[src/inc/sfmcd_map.vh]
`ifndef SFMCD_MAP_VH
`define SFMCD_MAP_VH

// opcodes handled by the decoder
`define SFMCD_OP_WRITE_ENABLE   8'h06
`define SFMCD_OP_ERASE_CHIP_A   8'h60
`define SFMCD_OP_ERASE_CHIP_B   8'hC7
`define SFMCD_OP_SET_READ_PARAM 8'hC0
`define SFMCD_OP_ENTER_WIDE     8'hB7
`define SFMCD_OP_EXIT_WIDE      8'hE9
`define SFMCD_OP_MAKER_DEVICE   8'h90
`define SFMCD_OP_THREE_BYTE_ID  8'h9F
`define SFMCD_OP_UNIQUE_ID      8'h4B
`define SFMCD_OP_ERASE_SEC_REG  8'h44
`define SFMCD_OP_SUSPEND        8'h75

// field lengths in bits
`define SFMCD_OPCODE_BITS       6'h08
`define SFMCD_ADDR_NARROW_BITS  6'h18
`define SFMCD_ADDR_WIDE_BITS    6'h20
`define SFMCD_DUMMY_BYTE_BITS   6'h08
`define SFMCD_PARAM_BITS        6'h08
`define SFMCD_STEP_SINGLE       6'h01
`define SFMCD_STEP_QUAD         6'h04

// read-parameter byte fields
`define SFMCD_DUMMY_MSB         5
`define SFMCD_DUMMY_LSB         4
`define SFMCD_WRAP_MSB          1
`define SFMCD_WRAP_LSB          0
`define SFMCD_DUMMY_RESERVED    2'h3
`define SFMCD_DUMMY_CODE_4      2'h0
`define SFMCD_DUMMY_CODE_6      2'h1
`define SFMCD_DUMMY_4           4'h4
`define SFMCD_DUMMY_6           4'h6
`define SFMCD_DUMMY_8           4'h8
`define SFMCD_WRAP_CODE_8       2'h0
`define SFMCD_WRAP_CODE_16      2'h1
`define SFMCD_WRAP_CODE_32      2'h2
`define SFMCD_WRAP_8            7'h08
`define SFMCD_WRAP_16           7'h10
`define SFMCD_WRAP_32           7'h20
`define SFMCD_WRAP_64           7'h40

// security-register address decode
`define SFMCD_SR_TOP_MSB        23
`define SFMCD_SR_TOP_LSB        16
`define SFMCD_SR_SEL_MSB        15
`define SFMCD_SR_SEL_LSB        12
`define SFMCD_SR_GAP_MSB        11
`define SFMCD_SR_GAP_LSB        10
`define SFMCD_SR_TOP_VAL        8'h00
`define SFMCD_SR_SEL_TWO        4'h2
`define SFMCD_SR_SEL_THREE      4'h3
`define SFMCD_SR_GAP_VAL        2'h0

// self-timed cycle durations and clock
`define SFMCD_CHIP_ERASE_US     1000
`define SFMCD_SECTOR_ERASE_US   100
`define SFMCD_CLK_MHZ           40

// pin drive patterns, enables active low
`define SFMCD_OE_NONE           4'hF
`define SFMCD_OE_SINGLE         4'hD
`define SFMCD_OE_QUAD           4'h0

`endif
[src/design/sfmcd_sync.v]
// two-stage synchroniser, one stage pair per bit
module sfmcd_sync #(
   parameter WIDTH = 1
) (
   input  wire             clk,
   input  wire [WIDTH-1:0] din,
   output wire [WIDTH-1:0] dout
);

   reg [WIDTH-1:0] meta_q;  // first stage, read only by second
   reg [WIDTH-1:0] sync_q;  // second stage

   genvar gi;
   generate
      for (gi = 0; gi < WIDTH; gi = gi + 1) begin : g_bit
         // per-bit double flop
         always @(posedge clk) begin
            meta_q[gi] <= din[gi];
            sync_q[gi] <= meta_q[gi];
         end
      end
   endgenerate

   assign dout = sync_q;

endmodule

[src/design/sfmcd_top.v]
// Functional notes
// - whole-array erase needs write latch set
// - chip select must rise right after opcode
// - erase sets busy, clears write latch
// - whole-array erase ignored if protected
// - C0 parameter sets dummy clock count, four-line mode only
// - parameter low bits set wrap length
// - wrap length kept across mode switch
// - B7 sets wide address flag
// - E9 clears wide address flag
// - wide mode only lengthens 4B and 44 address fields, 90 stays at 24 bits
// - 90 outputs maker then device code
// - 9F outputs maker, type, capacity
// - id command ignored during busy cycle
// - chip select rise ends id output
// - 4B outputs 128-bit unique number
// - security erase needs write latch set
// - chip select rise after last address bit
// - security erase runs sector erase time
// - locked security register ignores erase
// - security register chosen by address bits
// - whole-array erase has no address bytes
// - suspend only when busy, not suspended
`include "sfmcd_map.vh"

module sfmcd_top #(
   parameter [7:0]   MAKER_CODE        = 8'hA5,  // arbitrary value
   parameter [7:0]   DEVICE_CODE       = 8'h5A,  // arbitrary value
   parameter [7:0]   MEMORY_TYPE       = 8'h3C,  // arbitrary value
   parameter [7:0]   CAPACITY_CODE     = 8'hC3,  // arbitrary value
   parameter [127:0] UNIQUE_ID         = 128'h0123_4567_89AB_CDEF_FEDC_BA98_7654_3210,
   parameter         CHIP_ERASE_US     = `SFMCD_CHIP_ERASE_US,
   parameter         SECTOR_ERASE_US   = `SFMCD_SECTOR_ERASE_US,
   parameter         CLK_MHZ           = `SFMCD_CLK_MHZ
) (
   input  wire       CLK,
   input  wire       RESET_N,
   input  wire       CS_N,
   input  wire       SCLK,
   input  wire [3:0] IO_IN,
   output wire [3:0] IO_OUT,
   output wire [3:0] IO_OE_N,
   input  wire       FOUR_LINE_MODE,
   input  wire [4:0] BLOCK_PROTECT_FIELD,
   input  wire       SEC_REG_TWO_LOCK,
   input  wire       SEC_REG_THREE_LOCK,
   input  wire [1:0] SUSPEND_FLAGS,
   output wire       WRITE_LATCH_FLAG,
   output wire       IN_PROGRESS_FLAG,
   output wire       ADDRESS_WIDTH_FLAG,
   output wire [3:0] DUMMY_CLOCKS,
   output wire [6:0] WRAP_BYTES,
   output wire       CHIP_ERASE_START,
   output wire       SEC_ERASE_START,
   output wire       SEC_ERASE_SELECT,
   output wire       SUSPEND_REQUEST
);

   // self-timed durations in clock cycles
   localparam [31:0] CHIP_ERASE_CYCLES  = CHIP_ERASE_US * CLK_MHZ;
   localparam [31:0] SECTOR_ERASE_CYCLES = SECTOR_ERASE_US * CLK_MHZ;

   // decoder states
   localparam [2:0] ST_CMD    = 3'h0;  // collecting opcode
   localparam [2:0] ST_ADDR   = 3'h1;  // collecting address/param
   localparam [2:0] ST_WAIT   = 3'h2;  // waiting for chip select rise
   localparam [2:0] ST_OUT    = 3'h3;  // shifting id data out
   localparam [2:0] ST_IGNORE = 3'h4;  // discard until deselect

   wire [3:0] io_s;    // synchronised data lines
   wire       sclk_s;  // synchronised serial clock
   wire       cs_n_s;  // synchronised chip select

   reg         sclk_prev_q;     // serial clock edge detector
   reg         cs_n_prev_q;     // chip select edge detector
   reg [2:0]   st_q;            // decoder state
   reg [7:0]   cmd_q;           // opcode shift register
   reg [31:0]  addr_q;          // address/parameter shift register
   reg [5:0]   cnt_q;           // bits in current phase
   reg [5:0]   need_q;          // bits needed in address phase
   reg         exact_q;         // phase just ended on a byte boundary
   reg [127:0] out_sr_q;        // id output shift register
   reg [3:0]   io_out_q;        // driven data
   reg [3:0]   oe_n_q;          // drive enables, active low
   reg         wel_q;           // write latch flag
   reg         busy_q;          // in-progress flag
   reg [31:0]  busy_cnt_q;      // remaining self-timed cycles
   reg         wide_q;          // address width flag
   reg [1:0]   dummy_code_q;    // dummy clock code
   reg [3:0]   dummy_q;         // dummy clock count
   reg [6:0]   wrap_q;          // wrap length in bytes
   reg         ce_start_q;      // chip erase start pulse
   reg         se_start_q;      // security erase start pulse
   reg         se_sel_q;        // security register selected
   reg         susp_q;          // suspend request pulse

   reg [5:0]   step;            // bits per serial clock edge
   reg [5:0]   cnt_nx;          // bit count after this edge
   reg [7:0]   cmd_nx;          // opcode after this edge
   reg [31:0]  addr_nx;         // address after this edge
   reg [5:0]   alen;            // address length in bits
   reg         sr_two;          // address hits security register two
   reg         sr_three;        // address hits security register three
   reg [1:0]   pcode_d;         // dummy code from parameter byte

   // synchronise pins into the clock domain
   sfmcd_sync #(
      .WIDTH (6)
   ) u_sync (
      .clk  (CLK),
      .din  ({CS_N, SCLK, IO_IN}),
      .dout ({cs_n_s, sclk_s, io_s})
   );

   wire sclk_rise = sclk_s & ~sclk_prev_q;
   wire sclk_fall = ~sclk_s & sclk_prev_q;
   wire cs_rise   = cs_n_s & ~cs_n_prev_q;

   // shift and length helpers
   always @* begin
      step    = FOUR_LINE_MODE ? `SFMCD_STEP_QUAD : `SFMCD_STEP_SINGLE;
      cnt_nx  = cnt_q + step;
      cmd_nx  = FOUR_LINE_MODE ? {cmd_q[3:0], io_s}
                               : {cmd_q[6:0], io_s[0]};
      addr_nx = FOUR_LINE_MODE ? {addr_q[27:0], io_s}
                               : {addr_q[30:0], io_s[0]};
      alen    = wide_q ? `SFMCD_ADDR_WIDE_BITS : `SFMCD_ADDR_NARROW_BITS;
      sr_two   = (addr_q[`SFMCD_SR_TOP_MSB:`SFMCD_SR_TOP_LSB]
                  == `SFMCD_SR_TOP_VAL)
               && (addr_q[`SFMCD_SR_GAP_MSB:`SFMCD_SR_GAP_LSB]
                  == `SFMCD_SR_GAP_VAL)
               && (addr_q[`SFMCD_SR_SEL_MSB:`SFMCD_SR_SEL_LSB]
                  == `SFMCD_SR_SEL_TWO);
      sr_three = (addr_q[`SFMCD_SR_TOP_MSB:`SFMCD_SR_TOP_LSB]
                  == `SFMCD_SR_TOP_VAL)
               && (addr_q[`SFMCD_SR_GAP_MSB:`SFMCD_SR_GAP_LSB]
                  == `SFMCD_SR_GAP_VAL)
               && (addr_q[`SFMCD_SR_SEL_MSB:`SFMCD_SR_SEL_LSB]
                  == `SFMCD_SR_SEL_THREE);
      pcode_d  = addr_q[`SFMCD_DUMMY_MSB:`SFMCD_DUMMY_LSB];
   end

   // command decoder, flags and output shifter
   always @(posedge CLK) begin
      if (!RESET_N) begin
         sclk_prev_q  <= 1'b0;
         cs_n_prev_q  <= 1'b1;
         st_q         <= ST_CMD;
         cmd_q        <= 8'h00;
         addr_q       <= 32'h0000_0000;
         cnt_q        <= 6'h00;
         need_q       <= 6'h00;
         exact_q      <= 1'b0;
         out_sr_q     <= 128'h0;
         io_out_q     <= 4'h0;
         oe_n_q       <= `SFMCD_OE_NONE;
         wel_q        <= 1'b0;
         busy_q       <= 1'b0;
         busy_cnt_q   <= 32'h0000_0000;
         wide_q       <= 1'b0;
         dummy_code_q <= `SFMCD_DUMMY_CODE_4;
         dummy_q      <= `SFMCD_DUMMY_4;
         wrap_q       <= `SFMCD_WRAP_8;
         ce_start_q   <= 1'b0;
         se_start_q   <= 1'b0;
         se_sel_q     <= 1'b0;
         susp_q       <= 1'b0;
      end else begin
         sclk_prev_q <= sclk_s;
         cs_n_prev_q <= cs_n_s;
         ce_start_q  <= 1'b0;
         se_start_q  <= 1'b0;
         susp_q      <= 1'b0;
         if (busy_q) begin
            busy_cnt_q <= busy_cnt_q - 32'h0000_0001;
            if (busy_cnt_q == 32'h0000_0001)
               busy_q <= 1'b0;
         end
         if (cs_n_s) begin
            // deselected: reset decoder, stop output
            st_q    <= ST_CMD;
            cnt_q   <= 6'h00;
            exact_q <= 1'b0;
            oe_n_q  <= `SFMCD_OE_NONE;
            if (cs_rise && exact_q && st_q == ST_WAIT) begin
               case (cmd_q)
                  `SFMCD_OP_WRITE_ENABLE: begin
                     if (!busy_q)
                        wel_q <= 1'b1;
                  end
                  `SFMCD_OP_ERASE_CHIP_A,
                  `SFMCD_OP_ERASE_CHIP_B: begin
                     if (wel_q && !busy_q && BLOCK_PROTECT_FIELD == 5'h00)
                     begin
                        busy_q     <= 1'b1;
                        busy_cnt_q <= CHIP_ERASE_CYCLES;
                        wel_q      <= 1'b0;
                        ce_start_q <= 1'b1;
                     end
                  end
                  `SFMCD_OP_ERASE_SEC_REG: begin
                     if (wel_q && !busy_q
                         && ((sr_two && !SEC_REG_TWO_LOCK)
                         || (sr_three && !SEC_REG_THREE_LOCK))) begin
                        busy_q     <= 1'b1;
                        busy_cnt_q <= SECTOR_ERASE_CYCLES;
                        wel_q      <= 1'b0;
                        se_start_q <= 1'b1;
                        se_sel_q   <= sr_three;
                     end
                  end
                  `SFMCD_OP_ENTER_WIDE: wide_q <= 1'b1;
                  `SFMCD_OP_EXIT_WIDE: wide_q <= 1'b0;
                  `SFMCD_OP_SET_READ_PARAM: begin
                     // reserved dummy code keeps old count
                     if (pcode_d != `SFMCD_DUMMY_RESERVED) begin
                        dummy_code_q <= pcode_d;
                        dummy_q <= (pcode_d == `SFMCD_DUMMY_CODE_4)
                                   ? `SFMCD_DUMMY_4
                                   : (pcode_d == `SFMCD_DUMMY_CODE_6)
                                   ? `SFMCD_DUMMY_6 : `SFMCD_DUMMY_8;
                     end
                     case (addr_q[`SFMCD_WRAP_MSB:`SFMCD_WRAP_LSB])
                        `SFMCD_WRAP_CODE_8:  wrap_q <= `SFMCD_WRAP_8;
                        `SFMCD_WRAP_CODE_16: wrap_q <= `SFMCD_WRAP_16;
                        `SFMCD_WRAP_CODE_32: wrap_q <= `SFMCD_WRAP_32;
                        default:             wrap_q <= `SFMCD_WRAP_64;
                     endcase
                  end
                  `SFMCD_OP_SUSPEND: begin
                     if (busy_q && SUSPEND_FLAGS == 2'h0)
                        susp_q <= 1'b1;
                  end
                  default: ;
               endcase
            end
         end else if (sclk_rise) begin
            case (st_q)
               ST_CMD: begin
                  cmd_q <= cmd_nx;
                  cnt_q <= cnt_nx;
                  if (cnt_nx == `SFMCD_OPCODE_BITS) begin
                     cnt_q <= 6'h00;
                     if (busy_q && cmd_nx != `SFMCD_OP_SUSPEND)
                        st_q <= ST_IGNORE;
                     else begin
                        case (cmd_nx)
                           `SFMCD_OP_WRITE_ENABLE,
                           `SFMCD_OP_ERASE_CHIP_A,
                           `SFMCD_OP_ERASE_CHIP_B,
                           `SFMCD_OP_ENTER_WIDE,
                           `SFMCD_OP_EXIT_WIDE,
                           `SFMCD_OP_SUSPEND: begin
                              st_q    <= ST_WAIT;
                              exact_q <= 1'b1;
                           end
                           `SFMCD_OP_SET_READ_PARAM: begin
                              st_q   <= FOUR_LINE_MODE ? ST_ADDR
                                                       : ST_IGNORE;
                              need_q <= `SFMCD_PARAM_BITS;
                           end
                           `SFMCD_OP_MAKER_DEVICE: begin
                              st_q   <= ST_ADDR;
                              need_q <= `SFMCD_ADDR_NARROW_BITS;
                           end
                           `SFMCD_OP_UNIQUE_ID: begin
                              st_q   <= ST_ADDR;
                              need_q <= alen + `SFMCD_DUMMY_BYTE_BITS;
                           end
                           `SFMCD_OP_ERASE_SEC_REG: begin
                              st_q   <= ST_ADDR;
                              need_q <= alen;
                           end
                           `SFMCD_OP_THREE_BYTE_ID: begin
                              st_q     <= ST_OUT;
                              out_sr_q <= {MAKER_CODE, MEMORY_TYPE,
                                           CAPACITY_CODE, 104'h0};
                           end
                           default: st_q <= ST_IGNORE;
                        endcase
                     end
                  end
               end
               ST_ADDR: begin
                  addr_q <= addr_nx;
                  cnt_q  <= cnt_nx;
                  if (cnt_nx == need_q) begin
                     case (cmd_q)
                        `SFMCD_OP_MAKER_DEVICE: begin
                           st_q     <= ST_OUT;
                           out_sr_q <= {8{MAKER_CODE, DEVICE_CODE}};
                        end
                        `SFMCD_OP_UNIQUE_ID: begin
                           st_q     <= ST_OUT;
                           out_sr_q <= UNIQUE_ID;
                        end
                        default: begin
                           st_q    <= ST_WAIT;
                           exact_q <= 1'b1;
                        end
                     endcase
                  end
               end
               ST_WAIT: begin
                  exact_q <= 1'b0;
                  st_q    <= ST_IGNORE;
               end
               ST_OUT: ;
               ST_IGNORE: ;
               default: st_q <= ST_IGNORE;
            endcase
         end else if (sclk_fall && st_q == ST_OUT) begin
            if (FOUR_LINE_MODE) begin
               io_out_q <= out_sr_q[127:124];
               out_sr_q <= {out_sr_q[123:0], 4'h0};
               oe_n_q   <= `SFMCD_OE_QUAD;
            end else begin
               io_out_q <= {2'b00, out_sr_q[127], 1'b0};
               out_sr_q <= {out_sr_q[126:0], 1'b0};
               oe_n_q   <= `SFMCD_OE_SINGLE;
            end
         end
      end
   end

   assign IO_OUT             = io_out_q;
   assign IO_OE_N            = oe_n_q;
   assign WRITE_LATCH_FLAG   = wel_q;
   assign IN_PROGRESS_FLAG   = busy_q;
   assign ADDRESS_WIDTH_FLAG = wide_q;
   assign DUMMY_CLOCKS       = dummy_q;
   assign WRAP_BYTES         = wrap_q;
   assign CHIP_ERASE_START   = ce_start_q;
   assign SEC_ERASE_START    = se_start_q;
   assign SEC_ERASE_SELECT   = se_sel_q;
   assign SUSPEND_REQUEST    = susp_q;

endmodule

[config.mk]
export PLATFORM = sky130hd
export DESIGN_NAME = sfmcd_top
export DESIGN_NICKNAME = d
export VERILOG_FILES = /design/src/design/sfmcd_sync.v /design/src/design/sfmcd_top.v
export VERILOG_INCLUDE_DIRS = /design/src /design/src/inc
export SDC_FILE = /design/constraint.sdc
export NUM_CORES = 1
export LEC_CHECK = 0
export BUFFER_PORTS_ARGS = -buffer_cell sky130_fd_sc_hd__buf_4
export CORE_UTILIZATION = 40
export DETAILED_ROUTE_END_ITERATION = 10
export PLACE_DENSITY = 0.54
export SLEW_MARGIN = 0
export SYNTH_ARGS = -nofsm -noshare
export SYNTH_HDL_FRONTEND = slang
export SYNTH_HIERARCHICAL = 1
export SYNTH_SLANG_ARGS = --single-unit
[constraint.sdc]
create_clock -name CLK -period 3.65 [get_ports CLK]
set_clock_uncertainty 0.15 [all_clocks]
set_input_delay 0.365 -clock CLK [delete_from_list [all_inputs] [get_ports CLK]]
set_output_delay 0.365 -clock CLK [all_outputs]
set_load 0.01 [all_outputs]
==> results.md <==
* Remaining antenna violation count at 0
* Most common cell after layout, fill and taps aside: dfxtp_1
* Iter 0 DRT Violations at 665
* Area Overhead vs Synth at 12.2%
* CTS Root Cell: clkbuf_16
* Post-Syn Area at 12300 um^2
* Post-layout min period at between 3 and 4 ns
* ANT cells at 0
* Worst setup SP type: flop
* Routed vias/inst at roughly 5.6
* Final cell count without fillers at 1773
* Hold_ws at between 0.1 and 0.15 ns
* Max-cap violations at 0
* Final setup fails at 0
* Max Root-Sink Buffers at 3
* Final Cycle Share at between 80% and 90%
* DRC violations left at 0
* Seq cells post-synth at about 240
* Crit-path max FO at between 60 and 70
* Buf+Inv Stages, Crit Path at 1
* Final GP Congestion at 0.825
* Yosys cell types at 75
* Initial antenna violation count at 0
* CP arrival at 3.41 ns
* Pwr/cell area at just over 400 nW/um^2
* Core Area at approximately 30000 um^2
* Clock latency on the worst-skew pair at between 0.5 and 0.6 ns
* Largest net degree at the start of global routing at approximately 180
* Worst Path Required at 3.97 ns
* Gr ovfl total at 0
* Post-CTS Setup Inserts at 0
* DP HPWL at about 18000 um
* Hold Path Class: primary input to flop
* I/O pin count at 44
* Top_reg_cell synth: dfxtp_1
* Cells on worst reg2reg path at 8
* Async SR Flop Fraction at 0%
* Lkg Pwr at about 5.5 nW
* TritonCTS Buffers at 28
* Post-synth EDFFs at 0
* DR WL/cell at between 15 and 20 um
* Slowest cell delay on critical path at about 0.45 ns
* RSZ-0062 raised after global routing: no
* Crit path max-delay cell type: or4_4
* Hold Vio Cnt, Final at 0
* Final WL at slightly below 30000 um
* Vias at a little under 10000
* H-tree levels at 1
* Initial Util at 41.1%
* Synthesis Warnings at 6
* Status: finished, final reports clean
* Gate Count Post-Synth at about 1400
* Slew HR at around 34%
* Register area share after synthesis at ~39%
* Final #Nets at 1390
* Clk slew on worst S/H paths at approximately 0.060 ns
* Slew Viols, Final at 0
* Total track usage at approximately a fifth
* Drt first pass iters at 5
* Num Clock Sinks at around 240
* VDD IR max at roughly 0.00030 V
* Die H at roughly 180 um
* Critical setup path kind: flop to flop
* Hold path depth at 3
* First-pass GRT wire length at between 40000 and 50000 um
* Critical Path End Type: flop
* Worst path cell trace: ha_1 > a31oi_4 > xnor3_1 > or4_4 > o41ai_4 > and2_4 > buf_12 > mux2i_1
* Total negative slack at 0 ns
* CTS tree: built
* Cells after DPL at between 1500 and 2000
* Fmax at around 320 MHz
* Mean Syn Cell Area at slightly below 9 um^2
* Final Util at 46.1%
* Layout cells sized above 1 at between 15 and 20%
* Rows at 63
* Vias in the first global route at 9378
* Commonest cells after routing, fill and taps aside: dfxtp_1, mux2i_1, nand2_1, nor2_1, o21ai_0
* Die area at 31500 um^2
* WP depth at 8
* Worst Tran Pin Value at a little under 1 ns
* Top delay family on crit path: simple AND/OR/NAND/NOR gates
* Port Buffers at 39
* Die width at between 150 and 200 um
-- cell usage after synthesis, types with 12 or more instances --
master / number / area (um^2)
dfxtp_1: 238 / 4760
mux2i_1: 173 / 1730
nand2_1: 160 / 601
nor2_1: 127 / 477
o21ai_0: 98 / 490
clkbuf_1: 83 / 312
nand4_1: 43 / 269
mux2_2: 42 / 473
o221a_2: 35 / 394
o211a_1: 33 / 330
a21oi_1: 29 / 145
xnor2_1: 27 / 236
nor3_1: 23 / 115
buf_2: 21 / 105
nand3_1: 16 / 80.1
nor2b_1: 15 / 93.8
nor4_1: 14 / 87.6
buf_4: 12 / 90.1
nand3b_1: 12 / 90.1
-- kinds of logic after synthesis --
logic type	synth area share, %
compound gates	15.8
xor+xnor	2.88
other cells	0.0304
fa+ha+maj	0.508
mux	17.9
flops	38.7
simple gates	19.2
buf+inv	5.08
-- power by group --
group / total (mW) / switching (mW) / leakage, nW / internal (mW)
sequential: 2.64 / 0.0258 / 1.92 / 2.61
combinational: 0.313 / 0.196 / 3.12 / 0.117
clock: 2.70 / 1.11 / 0.437 / 1.60
-- per-stage QoR --
step	total power [mW]	area [um^2]	setup slack [ns]
floorplan	2.92	12300	0.457
global placement	3.00	12900	0.286
detailed placement	3.00	12900	0.271
CTS	5.73	13800	0.558
global route	5.86	13800	0.419
finish	5.66	13800	0.558
-- layout make-up --
class                           count  area, um^2
Clock buffer                       40         806
Timing Repair Buffer               77         658
Fill cell                        2938       16100
Clock inverter                      6        83.8
Multi-Input combinational cell   1011        6980
Sequential cell                   238        4760
Tap cell                          390         488
Inverter                           11        41.3
-- registers in the layout (all words and copies together) (netlist names), 4 cells and up --
| signal | cells |
|---|---|
| IO_OUT | 4 |
| WRAP_BYTES | 4 |
| addr_q | 24 |
| busy_cnt_q | 32 |
| cmd_q | 8 |
| cnt_q | 6 |
| out_sr_q | 127 |
| u_sync/dout | 6 |
| u_sync/meta_q | 6 |
-- layer usage --
metal / GRT usage, % / wire, um / vias up
li1: - / - / 4966
met1: 27.4 / 15400 / 4736
met2: 29.6 / 12900 / 148
met3: 2.36 / 949 / 35
met4: 4.20 / 521 / 0
met5: 0 / 0 / -
-- worst min-delay path, stage by stage --
cell and delay (ns):
buf_6 0.10, nor2b_1 0.22, nand2_1 0.09
-- final timing paths --
check,start,to,slack (ns)
max reg2reg,cnt_q[2],out_sr_q[17],0.56
max,cnt_q[2],out_sr_q[17],0.56
min reg2reg,u_sync/meta_q[4],u_sync/dout[4],0.18
min,RESET_N,IO_OE_N[1],0.12
-- timing repair --
| item | 4_1_cts | 5_1_grt |
|---|---|---|
| endpoints found under the hold margin | 7 | 0 |
| hold buffers | 8 | 0 |
| resized for setup | 0 | 0 |
(Power assumes the default switching activity.)
